### config.mk
export PLATFORM = sky130hd
export DESIGN_NAME = serial_eeprom_boot_loader
export DESIGN_NICKNAME = d
export VERILOG_FILES = /design/src/rtl/i2c_byte_reader.v /design/src/rtl/serial_eeprom_boot_loader.v
export VERILOG_INCLUDE_DIRS = /design/src /design/src/pkg
export SDC_FILE = /design/constraint.sdc
export NUM_CORES = 1
export LEC_CHECK = 0
export BUFFER_PORTS_ARGS = -buffer_cell sky130_fd_sc_hd__buf_4
export CORE_MARGIN = 10
export CORE_UTILIZATION = 45
export CTS_BUF_LIST = sky130_fd_sc_hd__clkbuf_16
export CTS_CLUSTER_SIZE = 16
export DETAILED_ROUTE_END_ITERATION = 10
export PLACE_DENSITY = 0.7
export RECOVER_POWER = 25
export SYNTH_ARGS = -nofsm -noshare
export SYNTH_HDL_FRONTEND = slang
export SYNTH_SLANG_ARGS = --single-unit
### constraint.sdc
create_clock -name i_mclk -period 4.1 [get_ports i_mclk]
set_input_delay 0.82 -clock i_mclk [delete_from_list [all_inputs] [get_ports i_mclk]]
set_output_delay 0.82 -clock i_mclk [all_outputs]
set_load 0.01 [all_outputs]
### src/pkg/boot_loader_map.vh
// constants and layout for the serial eeprom boot loader
// Contract
// byte 9 bit 7 picks boot mode
// loader itself sets memory and clock config
// host mode loads only timing/memory config
// host mode reads only bytes 0..9
// autonomous: set bases, then copy program
// autonomous program up to nearly 2 KB
// eeprom reached only as i2c master
// eeprom answers device address 1010
// one eeprom, 128 bytes to 2 KB
// first byte read at reference clock/1000
// later bytes at fastest valid divider
// core and highway held until loader releases
// no other i2c master during load
// ascending fetch, done after last byte
`ifndef BOOT_LOADER_MAP_VH
`define BOOT_LOADER_MAP_VH
// i2c device select: 1010 pattern, block bits zero
`define EE_DEV_WR 8'hA0
`define EE_DEV_RD 8'hA1
`define EE_WORD0 8'h00
// engine commands
`define CMD_START 2'h0
`define CMD_WRITE 2'h1
`define CMD_READ 2'h2
`define CMD_STOP 2'h3
// serial clock divider and quarter-period counts
`define FIRST_DIV 1000
`define FIRST_QTR 10'h0FA
`define QTR_100K_100M 10'h0FA
`define QTR_100K_75M 10'h0BC
`define QTR_100K_50M 10'h07D
`define QTR_100K_33M 10'h053
`define QTR_400K_100M 10'h03F
`define QTR_400K_75M 10'h02F
`define QTR_400K_50M 10'h020
`define QTR_400K_33M 10'h015
// byte 0 field positions
`define B0_CLK_HI 3
`define B0_CLK_LO 2
`define B0_FAST 1
// eeprom layout
`define CFG_BYTES 10
`define MODE_IDX 11'h009
`define MODE_BIT 7
`define MEMBASE_IDX 11'h00A
`define MMIOBASE_IDX 11'h00E
`define LEN_HI_IDX 11'h012
`define LEN_LO_IDX 11'h013
`define PROG_IDX 11'h014
`define LAST_IDX 11'h7FF
`endif

### src/rtl/i2c_byte_reader.v
// i2c master byte engine: start, stop, byte write and byte read
`default_nettype none
`include "boot_loader_map.vh"
module i2c_byte_reader (
  input wire i_mclk,
  input wire i_rst_n,
  input wire [9:0] i_quarter,
  input wire i_cmd_valid,
  input wire [1:0] i_cmd,
  input wire [7:0] i_wdata,
  input wire i_last,
  input wire i_sda,
  output reg o_busy,
  output reg o_done,
  output reg [7:0] o_rdata,
  output reg o_nack,
  output reg o_scl_oe,
  output reg o_sda_oe
);
  reg [1:0] cmd;
  reg [1:0] q;
  reg [3:0] bitn;
  reg [9:0] tmr;
  reg [7:0] tx;
  reg scl_lvl;
  reg sda_lvl;
  wire qend = (tmr == i_quarter - 10'h001);

  // line levels per command, bit and quarter; only ever pull low, never drive high
  always @* begin
    scl_lvl = 1'b1;
    sda_lvl = 1'b1;
    case (cmd)
      `CMD_START: begin
        scl_lvl = (q != 2'h3);
        sda_lvl = (q < 2'h2);
      end
      `CMD_STOP: begin
        scl_lvl = (q != 2'h0);
        sda_lvl = (q >= 2'h2);
      end
      default: begin
        scl_lvl = (q == 2'h1) || (q == 2'h2);
        if (bitn < 4'h8)
          sda_lvl = (cmd == `CMD_WRITE) ? tx[7] : 1'b1;
        else
          sda_lvl = (cmd == `CMD_WRITE) ? 1'b1 : i_last; // ack unless last byte
      end
    endcase
  end

  // quarter-period sequencer; no clock stretching is honoured
  always @(posedge i_mclk) begin
    o_done <= 1'b0;
    if (!i_rst_n) begin
      o_busy <= 1'b0;
      o_rdata <= 8'h00;
      o_nack <= 1'b0;
      o_scl_oe <= 1'b0;
      o_sda_oe <= 1'b0;
      cmd <= `CMD_START;
      q <= 2'h0;
      bitn <= 4'h0;
      tmr <= 10'h000;
      tx <= 8'h00;
    end else if (!o_busy) begin
      if (i_cmd_valid) begin
        o_busy <= 1'b1;
        cmd <= i_cmd;
        tx <= i_wdata;
        q <= 2'h0;
        bitn <= 4'h0;
        tmr <= 10'h000;
      end
    end else begin
      o_scl_oe <= !scl_lvl;
      o_sda_oe <= !sda_lvl;
      tmr <= qend ? 10'h000 : tmr + 10'h001;
      if (qend) begin
        q <= q + 2'h1;
        if (q == 2'h1 && (cmd == `CMD_WRITE || cmd == `CMD_READ)) begin
          if (bitn < 4'h8)
            o_rdata <= {o_rdata[6:0], i_sda};
          else
            o_nack <= i_sda;
        end
        if (q == 2'h3) begin
          bitn <= bitn + 4'h1;
          tx <= {tx[6:0], 1'b1};
          if (cmd == `CMD_START || cmd == `CMD_STOP || bitn == 4'h8) begin
            o_busy <= 1'b0;
            o_done <= 1'b1;
          end
        end
      end
    end
  end
endmodule
`default_nettype wire

### src/rtl/serial_eeprom_boot_loader.v
// boot loader: reads the boot eeprom over i2c, applies config, copies level 1 program
`default_nettype none
`include "boot_loader_map.vh"
module serial_eeprom_boot_loader (
  input wire i_mclk,
  input wire i_rst_n,
  input wire i_scl,
  input wire i_sda,
  input wire i_host_core_release,
  output reg o_scl_o,
  output reg o_scl_oe,
  output reg o_sda_o,
  output reg o_sda_oe,
  output reg [79:0] o_boot_cfg,
  output reg o_cfg_valid,
  output reg o_autonomous,
  output reg [31:0] o_main_memory_port_base,
  output reg [31:0] o_mmio_base,
  output reg o_mem_wr,
  output reg [31:0] o_mem_addr,
  output reg [7:0] o_mem_data,
  output reg o_core_rst_n,
  output reg o_highway_rst_n,
  output reg o_done,
  output reg o_error
);
  // boot sequencer states, in bus order
  localparam S_START = 4'h0;
  localparam S_DEVW = 4'h1;
  localparam S_ADDR = 4'h2;
  localparam S_RSTART = 4'h3;
  localparam S_DEVR = 4'h4;
  localparam S_READ = 4'h5;
  localparam S_STOP = 4'h6;
  localparam S_DONE = 4'h7;
  localparam S_FAIL = 4'h8;

  // sequencer bookkeeping and the command handshake towards the engine
  reg [3:0] state;
  reg pend;
  reg fail;
  reg cmd_valid;
  reg [1:0] cmd;
  reg [7:0] wdata;
  reg [9:0] quarter;
  reg [10:0] idx;
  reg [10:0] len;
  reg [9:0] next_quarter;
  reg last;
  // engine results
  wire eng_busy;
  wire eng_done;
  wire [7:0] eng_rdata;
  wire eng_nack;
  wire scl_oe;
  wire sda_oe;
  // offset of the current byte inside the level 1 program
  wire [10:0] prog_off = idx - `PROG_IDX;
  wire [10:0] len_live = {len[10:8], eng_rdata};

  // the engine is the only way to the eeprom; this block is the bus master
  i2c_byte_reader engine (
    .i_mclk(i_mclk),
    .i_rst_n(i_rst_n),
    .i_quarter(quarter),
    .i_cmd_valid(cmd_valid),
    .i_cmd(cmd),
    .i_wdata(wdata),
    .i_last(last),
    .i_sda(i_sda),
    .o_busy(eng_busy),
    .o_done(eng_done),
    .o_rdata(eng_rdata),
    .o_nack(eng_nack),
    .o_scl_oe(scl_oe),
    .o_sda_oe(sda_oe)
  );

  // fastest valid divider from the decoded reference rate and eeprom grade
  always @* begin
    case ({eng_rdata[`B0_FAST], eng_rdata[`B0_CLK_HI:`B0_CLK_LO]})
      3'h0: next_quarter = `QTR_100K_100M;
      3'h1: next_quarter = `QTR_100K_75M;
      3'h2: next_quarter = `QTR_100K_50M;
      3'h3: next_quarter = `QTR_100K_33M;
      3'h4: next_quarter = `QTR_400K_100M;
      3'h5: next_quarter = `QTR_400K_75M;
      3'h6: next_quarter = `QTR_400K_50M;
      default: next_quarter = `QTR_400K_33M;
    endcase
  end

  // nack decision, sampled by the engine at the ack slot after the eighth bit
  always @* begin
    last = 1'b0;
    if (idx == `MODE_IDX && !eng_rdata[`MODE_BIT])
      last = 1'b1; // host mode: nothing past the ten config bytes
    else if (idx == `LEN_LO_IDX && len_live == 11'h000)
      last = 1'b1;
    else if (idx >= `PROG_IDX && prog_off + 11'h001 == len)
      last = 1'b1; // program finished
    else if (idx == `LAST_IDX)
      last = 1'b1; // 2 KB part ends here
  end

  // the lines are open drain: the output value is always low, enable pulls
  always @(posedge i_mclk) begin
    if (!i_rst_n) begin
      o_scl_o <= 1'b0;
      o_sda_o <= 1'b0;
      o_scl_oe <= 1'b0;
      o_sda_oe <= 1'b0;
    end else begin
      o_scl_oe <= scl_oe;
      o_sda_oe <= sda_oe;
    end
  end

  // boot sequencer: one random-address read at word 0, then sequential reads
  always @(posedge i_mclk) begin
    cmd_valid <= 1'b0;
    o_mem_wr <= 1'b0;
    if (!i_rst_n) begin
      state <= S_START;
      pend <= 1'b0;
      fail <= 1'b0;
      cmd <= `CMD_START;
      wdata <= 8'h00;
      quarter <= `FIRST_QTR; // reference clock / 1000 for the first byte
      idx <= 11'h000;
      len <= 11'h000;
      o_boot_cfg <= 80'h0;
      o_cfg_valid <= 1'b0;
      o_autonomous <= 1'b0;
      o_main_memory_port_base <= 32'h0;
      o_mmio_base <= 32'h0;
      o_mem_addr <= 32'h0;
      o_mem_data <= 8'h00;
      o_core_rst_n <= 1'b0; // core and highway stay in reset
      o_highway_rst_n <= 1'b0;
      o_done <= 1'b0;
      o_error <= 1'b0;
    end else begin
      // one command in flight at a time; pend covers the cycle before the engine shows busy
      if (!pend && !eng_busy && state < S_DONE) begin
        cmd_valid <= 1'b1;
        pend <= 1'b1;
        case (state)
          S_START: cmd <= `CMD_START;
          S_RSTART: cmd <= `CMD_START;
          S_DEVW: begin
            cmd <= `CMD_WRITE;
            wdata <= `EE_DEV_WR; // 1010 device select
          end
          S_ADDR: begin
            cmd <= `CMD_WRITE;
            wdata <= `EE_WORD0;
          end
          S_DEVR: begin
            cmd <= `CMD_WRITE;
            wdata <= `EE_DEV_RD;
          end
          S_READ: cmd <= `CMD_READ;
          default: cmd <= `CMD_STOP;
        endcase
      end
      if (eng_done) begin
        pend <= 1'b0;
        case (state)
          S_START: state <= S_DEVW;
          S_RSTART: state <= S_DEVR;
          S_DEVW, S_ADDR, S_DEVR: begin
            if (eng_nack) begin
              fail <= 1'b1; // nobody answered: give up, keep the core held
              state <= S_STOP;
            end else
              state <= (state == S_DEVW) ? S_ADDR : (state == S_ADDR) ? S_RSTART : S_READ;
          end
          S_READ: begin
            idx <= idx + 11'h001;
            if (idx == 11'h000)
              quarter <= next_quarter;
            if (idx < `CFG_BYTES)
              o_boot_cfg <= {eng_rdata, o_boot_cfg[79:8]};
            if (idx == `MODE_IDX)
              o_autonomous <= eng_rdata[`MODE_BIT];
            // bases arrive most significant byte first
            if (idx >= `MEMBASE_IDX && idx < `MMIOBASE_IDX)
              o_main_memory_port_base <= {o_main_memory_port_base[23:0], eng_rdata};
            if (idx >= `MMIOBASE_IDX && idx < `LEN_HI_IDX)
              o_mmio_base <= {o_mmio_base[23:0], eng_rdata};
            // length is 11 bits: only the low three bits of the first length byte count
            if (idx == `LEN_HI_IDX)
              len <= {eng_rdata[2:0], 8'h00};
            if (idx == `LEN_LO_IDX)
              len <= len_live;
            if (idx >= `PROG_IDX) begin
              o_mem_wr <= 1'b1; // copy level 1 program into main memory
              o_mem_addr <= o_main_memory_port_base + {21'h0, prog_off};
              o_mem_data <= eng_rdata;
            end
            if (last)
              state <= S_STOP;
          end
          S_STOP: state <= fail ? S_FAIL : S_DONE;
          default: state <= state;
        endcase
      end
      // completion only once the last byte has been applied
      if (state == S_DONE) begin
        o_done <= 1'b1;
        o_cfg_valid <= 1'b1;
        o_highway_rst_n <= 1'b1;
        if (o_autonomous || i_host_core_release)
          o_core_rst_n <= 1'b1; // host driver releases the core in host mode
      end
      // a missing part leaves every reset asserted; only the error flag shows it
      if (state == S_FAIL)
        o_error <= 1'b1;
    end
  end
endmodule
`default_nettype wire

==> results of run 1 <==
==> cells in the mapped netlist (all sizes together) (6+ instances only) <==
| master | n |
|---|---|
| nand3 | 27 |
| buf | 28 |
| a211oi | 9 |
| mux2i | 52 |
| a31oi | 6 |
| dfxtp | 271 |
| clkbuf | 83 |
| and3 | 16 |
| inv | 27 |
| nor2b | 13 |
| xor2 | 26 |
| a22oi | 11 |
| o211ai | 10 |
| a21oi | 189 |
| or3 | 7 |
| xnor2 | 38 |
| nor2 | 129 |
| nand2 | 336 |
| and2 | 14 |
| nor4 | 10 |
| ha | 29 |
| nor3 | 25 |
| nand4 | 10 |
| o21ai | 52 |
==> final timing paths <==
check | start | end | depth (start not counted)
setup / recovery | idx[3]$_SDFFE_PN0P_ | o_mem_addr[30]$_SDFFE_PN0P_ | 14
hold / removal | o_core_rst_n$_SDFFE_PN0P_ | o_core_rst_n$_SDFFE_PN0P_ | 2
setup reg to reg | idx[3]$_SDFFE_PN0P_ | o_mem_addr[30]$_SDFFE_PN0P_ | 14
hold reg to reg | o_core_rst_n$_SDFFE_PN0P_ | o_core_rst_n$_SDFFE_PN0P_ | 2
==> logic make-up after synthesis <==
| kind of cell | count (synthesis) |
|---|---|
| mux | 52 |
| other cells | 1 |
| buf+inv | 138 |
| compound gates | 320 |
| fa+ha+maj | 30 |
| xor+xnor | 66 |
| flops | 271 |
| simple gates | 623 |
==> flip-flops by register name, indices dropped and copies added (netlist names), 2 cells and up <==
register,flops
o_boot_cfg,80
o_main_memory_port_base,32
o_mem_addr,32
o_mmio_base,32
idx,11
len,11
engine.tmr,10
engine.o_rdata,8
engine.tx,8
o_mem_data,8
quarter,8
engine.bitn,4
state,4
cmd,2
engine.cmd,2
engine.q,2
wdata,2
==> where the power goes <==
part,switching [mW],internal (mW)
Combinational,0.0733,0.0243
Sequential,0.0121,2.65
Clock,1.05,1.42
Total,1.14,4.09
==> worst max-delay path, stage by stage (launching register included) <==
cell and delay (ns):
dfxtp_1 0.52, inv_1 0.14, ha_1 0.29, nor2b_1 0.33, nand2b_1 0.25, nand2_1 0.12
ha_1 0.33, o21a_1 0.14, a21boi_0 0.14, o21ai_0 0.30, a21oi_1 0.16, or2_2 0.32
buf_4 0.18, o2111a_1 0.23, nor4_1 0.23
==> layout make-up <==
type,count,area [um2],area share [%]
well taps,341,427,3.00
multi-input cells,1093,6160,43.3
clock buffers,31,776,5.45
repair buffers,215,1210,8.51
inverters,27,106,0.747
clock inverters,22,126,0.888
flip-flops and latches,271,5430,38.1
==> through the flow <==
step	cells	worst slack [ns]	cell area (um2)
after detailed placement	1947	0.314	13800
after floorplan	1502	0.575	12100
after global routing	2000	0.0109	14200
after global placement	1947	0.392	13800
after CTS	2000	0.288	14700
final	2000	0.293	14200
==> routing by layer <==
metal / share of wire (%) / up-vias
met3: 8.0 / 36
met5: 0 / -
li1: - / 5368
met2: 48 / 240
met4: 1.6 / 0
met1: 43 / 5119
==> results.toml, run 1 <==
[layout]
final_cell_mix = "335 x nand2_1, 271 x dfxtp_1, 187 x a21oi_1, 128 x nor2_1, 114 x clkbuf_1"
fill_cells = 2593
nets = 1673
diodes = 0
drive_above_1_share_pct = 9.76
syn_to_final_growth_pct = 17.5
mostFrequentLayoutCell = "nand2_1"
fin_util_pct = 53.3

[sta]
finalHoldViolations = 0
maxSlewViolCount = 39
fin_setup_tns_ns = 0
relSlewSlack_pct = -20.0
setup_violations = 0
rsz0062_at_grt = "no"
fmax_mhz = 263
clock_skew_ns = 0.0285
worst-slew-pin-transition_ns = 1.80
timing.hold.ws_ns = 0.444
layout_min_cycle_time_ns = 3.81
period_share_pct = 92.9

[worst_setup_path]
cp.required_ns = 4.56
ff2ff_setup_slack_ns = 0.29
worst_setup_path_end_kind = "register"
crit_path_max_fanout = 11
arrival_ns = 4.26
path_class = "register to register"
crit_path_start_kind = "register"

[grt]
overflow = 0
grt_start_max_net_pins = 149
grt_pass1_vias = 10200
top_usage_layer = "met2"
grtUsageTotal_pct = 18.5
antenna_found_initial = 0
grtUsageMet1_pct = 22.7
use_met3_pct = 5.85
grt_pass1_wl_mm = 52.9
met2_usage_pct = 30.9

[synth]
synth_top_cell_area_share_pct = 44.8
synth_edf_count = 0
synth_compound_area_share_pct = 15.4
synthAdderAreaFrac_pct = 3.16
async_flop_share_pct = 0
ys_seq_area_share_pct = 44.8
synth_warnings = 0
ys_ff_latch = 271
netlist_area_mm2 = 0.0121
synth_top_family_by_area = "simple AND/OR/NAND/NOR gates"
synth_simple_gate_area_share_pct = 22.7
synth_mux_area_share_pct = 4.30
ys.flop_type = "dfxtp_1"
syn-instance-count = 1501
avgSynthCellArea_um2 = 8.07
synth_cell_types = 70
synth.largest_area_cell = "dfxtp_1"
synth_xor_area_share_pct = 5.01
synth.area.top_cells = "dfxtp_1 45%, nand2_1 10%, a21oi_1 7.8%"

[run_status]
status = "finished, violations left"
violations = "max-capacitance violations, max-slew violations"

[run]
maxCapViolations = 1

[cts]
clockBufferDepth = 3
cts_resized = 0
postCtsSetupBuffers = 0
cts_buffers = 30
root_buffer = "clkbuf_16"
ctsHoldBuffers = 0
clock_latency_ns = 0.56
cts.sinks = 271
clk_pin_slew_worst_paths_ns = 0.06
cts_tree = "built"
htreeDepth = 1

[detailed_routing]
initialDrtViolationCount = 779
wl_per_cell_um = 16.2
viasPerCell = 5.38
drt_wl_total_mm = 32.4
drt-pass1-iter-count = 5
route.vias.total = 10800
drc = 0
ant_nets = 0

[floorplan]
die_h_um = 184
ios = 200
fp.dieW_um = 184
initial_core_util_pct = 45.3
die_area_mm2 = 0.0339
rows = 60
core-area_mm2 = 0.0267

[power]
power.density_mw_per_mm2 = 367
finalPower_mw = 5.22
p_leak_nw = 5.19
ir_drop_v = 0.000339

[placed_design]
portBuffers = 196
gp_congestion = 0.842
place_hpwl_mm = 22.3

[worst_hold_path]
hold_path_class = "register to register"
Note: power is estimated with default switching activity, not from simulation.
==> run 2, diff against run 1 <==
--- a/config.mk
+++ b/config.mk
@@ -7,12 +7,14 @@
 export NUM_CORES = 1
 export LEC_CHECK = 0
 export BUFFER_PORTS_ARGS = -buffer_cell sky130_fd_sc_hd__buf_4
+export CELL_PAD_IN_SITES_DETAIL_PLACEMENT = 0
+export CELL_PAD_IN_SITES_GLOBAL_PLACEMENT = 1
 export CORE_MARGIN = 10
-export CORE_UTILIZATION = 45
+export CORE_UTILIZATION = 40
 export CTS_BUF_LIST = sky130_fd_sc_hd__clkbuf_16
 export CTS_CLUSTER_SIZE = 16
 export DETAILED_ROUTE_END_ITERATION = 10
-export PLACE_DENSITY = 0.7
+export PLACE_DENSITY = 0.81
 export RECOVER_POWER = 25
 export SYNTH_ARGS = -nofsm -noshare
 export SYNTH_HDL_FRONTEND = slang
==> run 2 against run 1 <==
Net effect: the flow still finishes with violations (max-capacitance violations, max-slew violations); clock skew down 0.016 ns; first-iteration DRC count down 11%; final cell count up 2.4%; sequential share of layout area down 0.27 points; fmax up 0.30%; hold slack better by 0.0014 ns; worst setup slack better by 0.011 ns; flip-flop and latch count unchanged; non-clock buffer count up 1; clock power up 4%.
==> results.toml, run 2 (synthesis gave the netlist of run 1 again) <==
[run_status]
status = "finished, violations left"
violations = "max-capacitance violations, max-slew violations"

[worst_setup_path]
crit_top_cell = "ha_1"
crit_path_max_fanout = 12
endpoint = "o_mem_addr[26]$_SDFFE_PN0P_"
critPathSlowestCell = "dfxtp_1"
crit_start = "idx[3]$_SDFFE_PN0P_"
worst_setup_path_end_kind = "register"
cp_cell_sequence = "inv_1, ha_1, nor2b_2, nand2b_1, nand2_1, ha_1, o21a_1, a21boi_0, o21ai_1, a21oi_1, or2_2, or3_1, o211a_1"
cp.required_ns = 4.55
ff2ff_setup_slack_ns = 0.30
rr_worst_depth = 13
worstReg2RegEnd = "o_mem_addr[26]$_SDFFE_PN0P_"
crit_family = "simple AND/OR/NAND/NOR gates"
critPathBufInv = 1
path_class = "register to register"
r2r_start = "idx[3]$_SDFFE_PN0P_"
arrival_ns = 4.25
crit_path_start_kind = "register"
cp.depth = 13
slowest_delay_ns = 0.51

[sta]
finalHoldViolations = 0
clock_skew_ns = 0.0124
maxSlewViolCount = 39
fmax_mhz = 263
relSlewSlack_pct = -20.5
setup_violations = 0
timing.hold.ws_ns = 0.445
finalWorstSetupSlack_ns = 0.304
rsz0062_at_grt = "no"
worst-slew-pin-transition_ns = 1.81
layout_min_cycle_time_ns = 3.80
period_share_pct = 92.6
fin_setup_tns_ns = 0

[placed_design]
place_hpwl_mm = 23.1
gp_congestion = 0.808
dp.cells = 1997
portBuffers = 196
placed_area_mm2 = 0.0138
place_ws_ns = 0.183

[detailed_routing]
ant_nets = 0
drt_wl_total_mm = 34.2
met2WireLength_mm = 15.9
m1WireLength_mm = 14.8
wl_per_cell_um = 16.7
met3_length_mm = 2.85
viasPerCell = 5.25
highest_layer = "met4"
initialDrtViolationCount = 693
drc = 0
drt-pass1-iter-count = 5
route.vias.total = 10700

[floorplan]
rows = 63
ios = 200
initial_core_util_pct = 40.7
die_h_um = 194
die_area_mm2 = 0.0376
core-area_mm2 = 0.0298
fp.dieW_um = 194

[layout]
nets = 1674
final_cell_area_mm2 = 0.0143
mostFrequentLayoutCell = "nand2_1"
largest_register_ff_count = 80
final_cell_mix = "335 x nand2_1, 271 x dfxtp_1, 187 x a21oi_1, 128 x nor2_1, 111 x clkbuf_1"
diodes = 0
fill_cells = 3056
syn_to_final_growth_pct = 18.3
layout.cells.non_filler = 2047
top_register = "o_boot_cfg"
fin_util_pct = 48.1
drive_above_1_share_pct = 9.84

[power]
ir_drop_v = 0.000300
power.density_mw_per_mm2 = 371
finalPower_mw = 5.32
p_leak_nw = 5.22

[grt]
grtUsageTotal_pct = 17.2
grt_start_max_net_pins = 117
grt_pass1_vias = 10500
overflow = 0
grt_pass1_wl_mm = 55.6
antenna_found_initial = 0

[run]
maxCapViolations = 1

[cts]
clock_latency_ns = 0.56
root_buffer = "clkbuf_16"
clockBufferDepth = 3
htreeDepth = 1
postCtsSetupBuffers = 0
cts.sinks = 271
ctsHoldBuffers = 0
cts_tree = "built"
clk_pin_slew_worst_paths_ns = 0.07
cts_buffers = 30

[worst_hold_path]
hold_path_class = "register to register"
[run 2: changes by cell type in the layout (fill, tap and decap cells not counted), moves of 2 or more]
cell       delta
buf_4         +4
bufinv_16     +2
clkbuf_1      -3
clkinv_2      -4
o21ai_0       -2
o21ai_1       +2
[run 2: worst min-delay path by stage]
stage / from / endpoint / slack (ns) / cells past startpoint
detailed placement: cmd[0]$_SDFFE_PN0P_ / engine.cmd[0]$_SDFFE_PN0P_ / 0.44 / 2
global placement: o_core_rst_n$_SDFFE_PN0P_ / o_core_rst_n$_SDFFE_PN0P_ / 0.43 / 2
global route: o_core_rst_n$_SDFFE_PN0P_ / o_core_rst_n$_SDFFE_PN0P_ / 0.47 / 2
CTS: cmd[0]$_SDFFE_PN0P_ / engine.cmd[0]$_SDFFE_PN0P_ / 0.45 / 2
floorplan: engine.o_sda_oe$_SDFFE_PN0P_ / o_sda_oe$_SDFF_PN0_ / 0.42 / 1
finish: o_core_rst_n$_SDFFE_PN0P_ / o_core_rst_n$_SDFFE_PN0P_ / 0.45 / 2
[run 2: cell type report]
cell class,instances,area (um2),share of cell area [%]
Clock inverter,20,170,1.19
Sequential cell,271,5430,37.8
Multi-Input combinational cell,1093,6160,43.0
Tap cell,390,488,3.40
Timing Repair Buffer,216,1230,8.58
Clock buffer,30,751,5.24
Inverter,27,106,0.742
[run 2: what timing repair did]
action | in CTS | in global routing
resized for setup | 0 | 4
hold endpoints to repair | 0 | 0
setup endpoints to repair | 0 | 11
[run 2: where the power goes]
group          total, mW  internal (mW)  leakage, nW  switching (mW)
Combinational     0.0995         0.0255         2.55          0.0739
Sequential          2.66           2.65         2.18          0.0117
Clock               2.57           1.50        0.485            1.07
[run 2: tightest hold or removal path: cells and delay by family, from the launching register on]
| kind | cells | cell delay, ns |
|---|---|---|
| flops | 1 | 0.30 |
| buf+inv | 1 | 0.05 |
| compound gates | 1 | 0.05 |
[run 2: per-layer routing]
metal | GRT usage, % | vias to the layer above
li1 | - | 5346
met1 | 21.0 | 5099
met2 | 28.4 | 262
met3 | 6.22 | 38
met4 | 3.75 | 0
met5 | 0 | -
==> run 3, diff against run 2 <==
==> constraint.sdc (replaced) <==
create_clock -name i_mclk -period 4.1 [get_ports i_mclk]
set_input_delay 0.615 -clock i_mclk [delete_from_list [all_inputs] [get_ports i_mclk]]
set_output_delay 0.615 -clock i_mclk [all_outputs]
set_load 0.01 [all_outputs]
==> run 3 against run 2 <==
Net effect: the run still ends with max-capacitance violations, max-slew violations left; via count down 0.96%; cell area down 0.22%; first-iteration DRC count up 13%; total power down 0.85%; count of clock-buffer cells in the layout unchanged; non-clock buffer count down 2; clock power down 2%; worst setup slack better by 0.016 ns; final cell count about the same; utilization down 0.10 points; critical endpoint is now o_mem_addr[31]$_SDFFE_PN0P_; largest cell class unchanged; largest power group unchanged.
==> results.toml, run 3 (synthesis gave the netlist of run 1 again) <==
[run_status]
status = "finished, violations left"
violations = "max-capacitance violations, max-slew violations"

[cts]
clockBufferDepth = 3
htreeDepth = 1
clock_latency_ns = 0.56
postCtsSetupBuffers = 0
clk_pin_slew_worst_paths_ns = 0.06
cts.sinks = 271
cts_tree = "built"
root_buffer = "clkbuf_16"
cts_buffers = 30

[detailed_routing]
drc = 0
ant_nets = 0
met3_length_mm = 2.92
viasPerCell = 5.19
drt_wl_total_mm = 34.0
met2WireLength_mm = 15.6
route.vias.total = 10600
drt-pass1-iter-count = 5
m1WireLength_mm = 14.8
wl_per_cell_um = 16.6
initialDrtViolationCount = 781
highest_layer = "met4"

[worst_setup_path]
path_class = "register to register"
r2r_start = "idx[3]$_SDFFE_PN0P_"
crit_path_max_fanout = 10
crit_start = "idx[3]$_SDFFE_PN0P_"
arrival_ns = 4.18
cp.required_ns = 4.50
worst_setup_path_end_kind = "register"
crit_path_start_kind = "register"

[floorplan]
fp.dieW_um = 194
ios = 200
die_area_mm2 = 0.0376
core-area_mm2 = 0.0298
die_h_um = 194
initial_core_util_pct = 40.7
rows = 63

[layout]
nets = 1672
final_cell_area_mm2 = 0.0143
final_cell_mix = "335 x nand2_1, 271 x dfxtp_1, 187 x a21oi_1, 128 x nor2_1, 111 x clkbuf_1"
diodes = 0
mostFrequentLayoutCell = "nand2_1"
drive_above_1_share_pct = 9.76
top_register = "o_boot_cfg"
syn_to_final_growth_pct = 18.1
largest_register_ff_count = 80

[grt]
antenna_found_initial = 0
grt_start_max_net_pins = 93
overflow = 0
grt_pass1_vias = 10400
grtUsageTotal_pct = 17.2
grt_pass1_wl_mm = 55.6

[power]
finalPower_mw = 5.28
ir_drop_v = 0.000292
p_leak_nw = 5.18
power.density_mw_per_mm2 = 369

[sta]
fin_setup_tns_ns = 0
finalHoldViolations = 0
worst-slew-pin-transition_ns = 1.84
setup_violations = 0
clock_skew_ns = 0.0122
maxSlewViolCount = 39
layout_min_cycle_time_ns = 3.78
relSlewSlack_pct = -22.4
period_share_pct = 92.2
fmax_mhz = 265
rsz0062_at_grt = "no"

[placed_design]
gp_congestion = 0.814
portBuffers = 196
placed_area_mm2 = 0.0138
place_hpwl_mm = 23.0

[run]
maxCapViolations = 1

[worst_hold_path]
min_from = "i_sda"
hold_path_class = "input pin to register"
-- run 3: cell types whose count changed in the layout (fill, tap and decap cells not counted) --
cell and delta:
clkinv_1 +6, bufinv_16 -1, inv_1 -3, buf_12 -1, clkinvlp_4 +2, buf_4 -1
-- run 3: final cells by class --
class | instances | area (um2)
fillers | 3127 | 15500
multi-input cells | 1093 | 6160
flip-flops and latches | 271 | 5430
repair buffers | 214 | 1200
clock buffers | 30 | 751
well taps | 390 | 488
clock inverters | 24 | 166
inverters | 27 | 106
-- run 3: through the flow --
| stage | setup WS (ns) | utilization [%] | hold WS (ns) | std cells |
|---|---|---|---|---|
| after floorplan | 0.575 | - | 0.424 | 1502 |
| after global placement | 0.235 | 46.3 | 0.433 | 1995 |
| after detailed placement | 0.173 | 46.3 | 0.441 | 1995 |
| after CTS | 0.137 | 49.4 | 0.306 | 2049 |
| after global routing | 0.0864 | 48.0 | 0.336 | 2049 |
| final | 0.319 | 48.0 | 0.323 | 2049 |
-- run 3: power breakdown --
group          switching (mW)  internal (mW)  total (mW)  leakage (nW)
Sequential             0.0116           2.65        2.66          2.18
Combinational          0.0731         0.0234      0.0966          2.53
Clock                    1.08           1.44        2.52         0.465
-- run 3: path summary, 6_finish.rpt --
kind,slack (ns),endpoint,cells after the start
worst max-delay path,0.32,o_mem_addr[31]$_SDFFE_PN0P_,13
worst min-delay path,0.32,engine.o_rdata[0]$_SDFFE_PN0P_,3
worst max register to register,0.32,o_mem_addr[31]$_SDFFE_PN0P_,13
worst min register to register,0.45,o_sda_oe$_SDFF_PN0_,1
-- run 3: metal layers --
layer  vias to the layer above  track usage (%)
met1                      4994             21.2
met5                         -                0
li1                       5355                -
met3                        47             6.22
met2                       246             27.9
met4                         0             4.15
-- run 3: repair_timing --
action | 4_1_cts | 5_1_grt
hold endpoints to repair | 0 | 0
endpoints found under the setup margin | 0 | 9
resized for setup | 0 | 4
hold buffers | 0 | 0
-- run 3: worst max-delay path: stages (launching register included) --
cell      delay [ns]
dfxtp_1         0.40
inv_1           0.14
ha_1            0.33
nor2b_2         0.12
or4_1           0.46
xnor2_1         0.21
ha_1            0.41
a21boi_0        0.22
a41oi_1         0.10
a21oi_2         0.46
nand2_1         0.32
nor2_1          0.23
xnor2_1         0.13
a21oi_1         0.08
